--- src/rtl/cam_pkg.sv ---
// Package with register map, field positions and widths of the acceptance mask block
package cam_pkg;
  localparam int NUM_MASKS = 3;
  localparam int STD_W = 11;
  localparam int EXT_W = 18;
  localparam int ID_W = 29;
  // Byte offsets; mask n standard at base + 8n, extended at base + 8n + 4
  localparam logic [7:0] MASK_STD_OFS = 8'h00;
  localparam logic [7:0] MASK_EXT_OFS = 8'h04;
  localparam logic [7:0] MASK_STRIDE = 8'h08;
  localparam logic [7:0] MAP_END = 8'h18;
  // Field positions in the standard mask register
  localparam int STD_LSB = 5;
  localparam int STD_MSB = 15;
  localparam int MODE_BIT = 3;
  localparam int EXTHI_LSB = 0;
  localparam int EXTHI_MSB = 1;
  // Writable bits of the standard and extended mask registers
  localparam logic [15:0] STD_WMASK = 16'hFFEB;
  localparam logic [15:0] EXT_WMASK = 16'hFFFF;
  localparam logic [1:0] HTRANS_NONSEQ = 2'h2;
  localparam logic [1:0] HTRANS_SEQ = 2'h3;
  localparam logic [1:0] HRESP_OKAY = 2'h0;
endpackage

--- src/rtl/cam_acceptance_mask.sv ---
// Acceptance mask registers with AHB-Lite slave and identifier match logic
`timescale 1ns/1ps
module cam_acceptance_mask (
  input wire logic clk_i,
  input wire logic arst_n_i,
  input wire logic hsel_i,
  input wire logic [31:0] haddr_i,
  input wire logic [1:0] htrans_i,
  input wire logic hwrite_i,
  input wire logic [2:0] hsize_i,
  input wire logic [31:0] hwdata_i,
  input wire logic hready_i,
  output logic [31:0] hrdata_o,
  output logic hreadyout_o,
  output logic [1:0] hresp_o,
  input wire logic [1:0] mask_sel_i,
  input wire logic [28:0] filter_id_i,
  input wire logic filter_extended_enable_i,
  input wire logic [28:0] msg_id_i,
  input wire logic msg_extended_i,
  output logic match_o
);

  // Mask storage; contents undefined until software writes them
  logic [15:0] mask_standard_id_r [cam_pkg::NUM_MASKS];
  logic [15:0] mask_standard_id_nxt [cam_pkg::NUM_MASKS];
  logic [15:0] mask_extended_id_r [cam_pkg::NUM_MASKS];
  logic [15:0] mask_extended_id_nxt [cam_pkg::NUM_MASKS];
  logic wr_pend_r;
  logic wr_pend_nxt;
  logic [7:0] wr_addr_r;
  logic [7:0] wr_addr_nxt;
  logic [31:0] hrdata_r;
  logic [31:0] hrdata_nxt;
  logic [28:0] care;
  logic [28:0] diff;
  logic [15:0] sel_std;
  logic [15:0] sel_ext;
  logic addr_phase;
  logic [7:0] a_ofs;

  assign addr_phase = hsel_i & hready_i & (htrans_i == cam_pkg::HTRANS_NONSEQ |
                      htrans_i == cam_pkg::HTRANS_SEQ);
  assign a_ofs = haddr_i[7:0];

  // Bus address phase capture and read data
  always_comb begin
    wr_pend_nxt = wr_pend_r;
    wr_addr_nxt = wr_addr_r;
    hrdata_nxt = hrdata_r;
    if (hready_i) begin
      wr_pend_nxt = addr_phase & hwrite_i;
      wr_addr_nxt = a_ofs;
    end
    if (addr_phase & ~hwrite_i) begin
      hrdata_nxt = 32'h0000_0000;
      for (int i = 0; i < cam_pkg::NUM_MASKS; i++) begin
        if (a_ofs == 8'(cam_pkg::MASK_STD_OFS + cam_pkg::MASK_STRIDE * 8'(i))) begin
          // Next value forwards a write landing at this edge to a read right behind it
          hrdata_nxt = {16'h0000, mask_standard_id_nxt[i] & cam_pkg::STD_WMASK};
        end else if (a_ofs == 8'(cam_pkg::MASK_EXT_OFS + cam_pkg::MASK_STRIDE * 8'(i))) begin
          hrdata_nxt = {16'h0000, mask_extended_id_nxt[i]};
        end
      end
      if (haddr_i[31:8] != 24'h000000 || a_ofs >= cam_pkg::MAP_END) begin
        hrdata_nxt = 32'h0000_0000;
      end
    end
  end

  // Mask register writes in the data phase
  always_comb begin
    for (int i = 0; i < cam_pkg::NUM_MASKS; i++) begin
      mask_standard_id_nxt[i] = mask_standard_id_r[i];
      mask_extended_id_nxt[i] = mask_extended_id_r[i];
      if (wr_pend_r) begin
        if (wr_addr_r == 8'(cam_pkg::MASK_STD_OFS + cam_pkg::MASK_STRIDE * 8'(i))) begin
          mask_standard_id_nxt[i] = hwdata_i[15:0] & cam_pkg::STD_WMASK;
        end else if (wr_addr_r == 8'(cam_pkg::MASK_EXT_OFS + cam_pkg::MASK_STRIDE * 8'(i))) begin
          mask_extended_id_nxt[i] = hwdata_i[15:0] & cam_pkg::EXT_WMASK;
        end
      end
    end
  end

  // Bus control state
  always_ff @(posedge clk_i or negedge arst_n_i) begin
    if (!arst_n_i) begin
      wr_pend_r <= 1'b0;
      wr_addr_r <= 8'h00;
      hrdata_r <= 32'h0000_0000;
    end else begin
      wr_pend_r <= wr_pend_nxt;
      wr_addr_r <= wr_addr_nxt;
      hrdata_r <= hrdata_nxt;
    end
  end

  // Mask storage has no reset value
  always_ff @(posedge clk_i) begin
    mask_standard_id_r <= mask_standard_id_nxt;
    mask_extended_id_r <= mask_extended_id_nxt;
  end

  // Select the mask set and build the compare enables
  always_comb begin
    sel_std = 16'h0000;
    sel_ext = 16'h0000;
    for (int i = 0; i < cam_pkg::NUM_MASKS; i++) begin
      if (mask_sel_i == 2'(i)) begin
        sel_std = mask_standard_id_r[i];
        sel_ext = mask_extended_id_r[i];
      end
    end
    // Identifier layout: [28:18] standard, [17:0] extended
    care = {sel_std[cam_pkg::STD_MSB:cam_pkg::STD_LSB],
            sel_std[cam_pkg::EXTHI_MSB:cam_pkg::EXTHI_LSB], sel_ext};
    diff = filter_id_i ^ msg_id_i;
  end

  // Match: every cared bit equal and mask_sel_i selects a mask, frame type checked when mode set
  always_comb begin
    match_o = ((diff & care) == 29'h0000_0000) && (mask_sel_i < 2'(cam_pkg::NUM_MASKS));
    if (sel_std[cam_pkg::MODE_BIT] && (msg_extended_i != filter_extended_enable_i)) begin
      match_o = 1'b0;
    end
    // Mode clear leaves frame type out of the decision
  end

  assign hrdata_o = hrdata_r;
  assign hreadyout_o = 1'b1;
  assign hresp_o = cam_pkg::HRESP_OKAY;

endmodule

--- config.mk ---
export PLATFORM = sky130hd
export DESIGN_NAME = cam_acceptance_mask
export DESIGN_NICKNAME = d
export VERILOG_FILES = /design/src/rtl/cam_pkg.sv /design/src/rtl/cam_acceptance_mask.sv
export SDC_FILE = /design/constraint.sdc
export NUM_CORES = 1
export LEC_CHECK = 0
export BUFFER_PORTS_ARGS = -buffer_cell sky130_fd_sc_hd__buf_2
export CAP_MARGIN = 10
export CORE_ASPECT_RATIO = 0.9
export CORE_MARGIN = 2
export CORE_UTILIZATION = 48
export DETAILED_ROUTE_END_ITERATION = 10
export GPL_TIMING_DRIVEN = 0
export HOLD_SLACK_MARGIN = 0.06
export PLACE_DENSITY = 0.85
export SYNTH_ARGS = -nofsm -noshare
export SYNTH_HDL_FRONTEND = slang
export SYNTH_SLANG_ARGS = --single-unit
--- constraint.sdc ---
create_clock -name clk_i -period 2.85 [get_ports clk_i]
set_input_delay 0.57 -clock clk_i [delete_from_list [all_inputs] [get_ports clk_i]]
set_output_delay 0.57 -clock clk_i [all_outputs]
set_load 0.01 [all_outputs]
==> run metrics <==
Critical Path AT 2.27 ns; Die Y 113.6 microns; 1st-pass router iterations 9; crit path time final 2.839 ns; Die W 125.7 microns; Leak 3.577 nW; power density over the cells 545.1 nW/um^2; DP HPWL 15,270 microns; Final Total Pwr 4.432 mW; CTS Buffer Depth 2; routed via count 6,551; FF-to-FF setup slack 0.07 ns; top area cells in the synthesized netlist dfxtp_1 28%, dfrtp_1 9.8%, mux2_2 9.3%; Root Buffer Master clkbuf_16; Crit path required time 2.28 ns; critical path class in -> out; Syn Inst Count 685; clock sinks 115; non-filler instance count after layout 1,043; die area 14,280 sq um; Yosys top cell area share 28.14%; #FFs+latches synth 115; DRC 0; Final WS setup 0.01127 ns; Post-synth EDFFs 0; post-synthesis cell area 6402 sq um; Post-Place Cells 1,000; Synth Flop Type dfxtp_1; GRT Util Overall 28.31%; Slew HR 38.73%; vias in the first global route 5,933; Fin. Hold Viols 0; clk_lat worst skew 0.42 ns; Avg Inst Size Synth 9.347 sq um; largest net degree at the start of global routing 26; Routed Wire Length 21,930 microns; CTS Buf Count 17; Core Rows 40; Initial Utilization 48.46%; level count of the clock H-tree 4; GRT overflow 0; Top Ports 172; Clock transition at path regs 0.05 ns; setup TNS 0 ns; Setup crit end kind primary output; Synth cell types 59; Tcrit/Tclk final 99.60%; sequential-to-total area share from yosys stat 37.91%; worst-path fanout max 8; fraction of layout instances using a drive strength above 1 36.00%; CTS Hold Bufs 0; TritonCTS clock tree built; status finished clean; ys async rst share 21.74%; max-cap violations 0; diodes inserted 0; GP Congestion 0.9315; hold crit path type in -> async; first-pass GRT wire length 31,480 microns; Peak Freq 352.3 MHz; post-layout net count 998; Area Overhead vs Synth 27.01%; Detail Route Antenna Nets 0; most area-hungry cell type in the Yosys netlist dfxtp_1; initial DRC count 844; I/O Buffers 130; Slew Viols, Final 0; antenna violations before repair 0; Clock Skew 0.006290 ns; Worst setup SP type primary input; Slew @ Worst Pin 0.9063 ns; Vias/cell 6.281; DR WL/cell 21.02 microns; pre-CTS WS -0.7527 ns; core area 13,210 sq um; synth warn 0; Hold WS 0.1922 ns; count of final setup violators 0; VDD IR-drop max 0.4719 mV
## cell families after synthesis
| kind of cell | after synthesis | share of synthesized area [%] |
|---|---|---|
| and+or+nand+nor | 223 | 17.31 |
| DFF | 115 | 37.91 |
| xor gates and xnor gates | 29 | 3.967 |
| AOI/OAI and AO/OA | 159 | 19.62 |
| other | 2 | 0.1173 |
| muxes | 88 | 14.91 |
| buffers and inverters | 69 | 6.156 |
## placed cells by master (no fill, tap or decap), types with 5 or more instances in the layout
| cell | instances |
|---|---|
| nor4_1 | 7 |
| buf_4 | 32 |
| conb_1 | 19 |
| xor2_1 | 5 |
| clkbuf_16 | 17 |
| buf_12 | 5 |
| o22ai_1 | 13 |
| o31ai_1 | 20 |
| a22o_1 | 12 |
| a21oi_2 | 5 |
| dfxtp_1 | 90 |
| dfrtp_1 | 25 |
| a2111oi_2 | 14 |
| xnor2_1 | 24 |
| buf_2 | 138 |
| nand3_1 | 17 |
| mux2_1 | 6 |
| nor2_1 | 49 |
| mux2i_1 | 24 |
| mux2_2 | 53 |
| clkbuf_1 | 23 |
| o2bb2ai_1 | 7 |
| nand4_1 | 25 |
| o31ai_4 | 7 |
| o21ai_0 | 18 |
| a21oi_1 | 43 |
| nand2_1 | 88 |
## synth_stat cells, types with 2 or more instances
cell type and number:
a2111oi_2 13, a21o_1 2, a21oi_1 48, a22o_1 12
a22oi_1 4, a2bb2oi_1 4, a31oi_1 2, and2_1 3
and2b_1 2, and3_1 4, and4_1 3, buf_1 7
buf_2 8, buf_4 22, buf_6 2, clkbuf_1 24
conb_1 2, dfrtp_1 25, dfxtp_1 90, inv_1 4
mux2_1 6, mux2_2 53, mux2i_1 29, nand2_1 88
nand3_1 17, nand3_2 3, nand4_1 25, nor2_1 50
nor3_1 2, nor3_4 2, nor4_1 9, o21ai_0 18
o22ai_1 14, o2bb2ai_1 7, o31ai_1 20, o31ai_2 4
o31ai_4 7, or4_1 2, xnor2_1 24, xor2_1 5
## routing by layer
layer	global-route usage, %	share of wire, %
met5	0	0
met4	15.31	5.2
met3	8.302	12
met2	46.45	46
met1	33.72	36
## final timing paths
| kind | end | cells after the start | start |
|---|---|---|---|
| setup / recovery | match_o | 10 | mask_sel_i[0] |
| hold / removal | hrdata_o[1] | 1 | arst_n_i |
| setup reg to reg | hrdata_o[7] | 9 | wr_addr_r[5] |
| hold reg to reg | mask_extended_id_r[13] | 2 | mask_extended_id_r[13] |
| max in group asynchronous | hrdata_o[3] | 1 | arst_n_i |
| min in group clk_i | mask_extended_id_r[34] | 3 | hwdata_i[2] |
## repair_timing
action                     CTS  global route
setup endpoints to repair    1             2
hold endpoints to repair     0             0
pin swaps                    1             7
buffers inserted             0            12
gates resized for setup     28            24
## critical path, stage by stage
cell and delay, ns:
buf_12 0.12, buf_12 0.14, buf_4 0.12, mux2i_1 0.24, nor2_1 0.09, a21oi_2 0.19, o22ai_2 0.12, nor4_2 0.33
and4_1 0.22, buf_2 0.13
## sequential cells by signal (all words and copies together) (netlist names)
name	flops
mask_extended_id_r	48
wr_addr_r	8
wr_pend_r	1
hrdata_o	16
mask_standard_id_r	42
## where the power goes
part           switching [mW]  internal (mW)  leakage, nW
Combinational           0.356          0.275         2.23
Sequential             0.0749           1.71         1.07
Clock                   0.734           1.28        0.275
## final cells by class
cell class | instances | area, sq um
buffer | 65 | 456.7
clock buffer | 27 | 503.0
clock inverter | 5 | 50.05
fill | 994 | 5081
inverter | 4 | 15.01
multi-input combinational | 518 | 3724
sequential | 115 | 2427
tap | 168 | 210.2
timing repair buffer | 141 | 745.7
## metrics by stage
step | utilization (%) | instance area [sq um]
2_1_floorplan | - | 6467
3_5_place_dp | 55.46 | 7328
6_report | 61.54 | 8132
5_1_grt | 61.54 | 8132
3_3_place_gp | 55.46 | 7328
4_1_cts | 60.29 | 7966
Note: power is estimated with default switching activity, not from simulation.
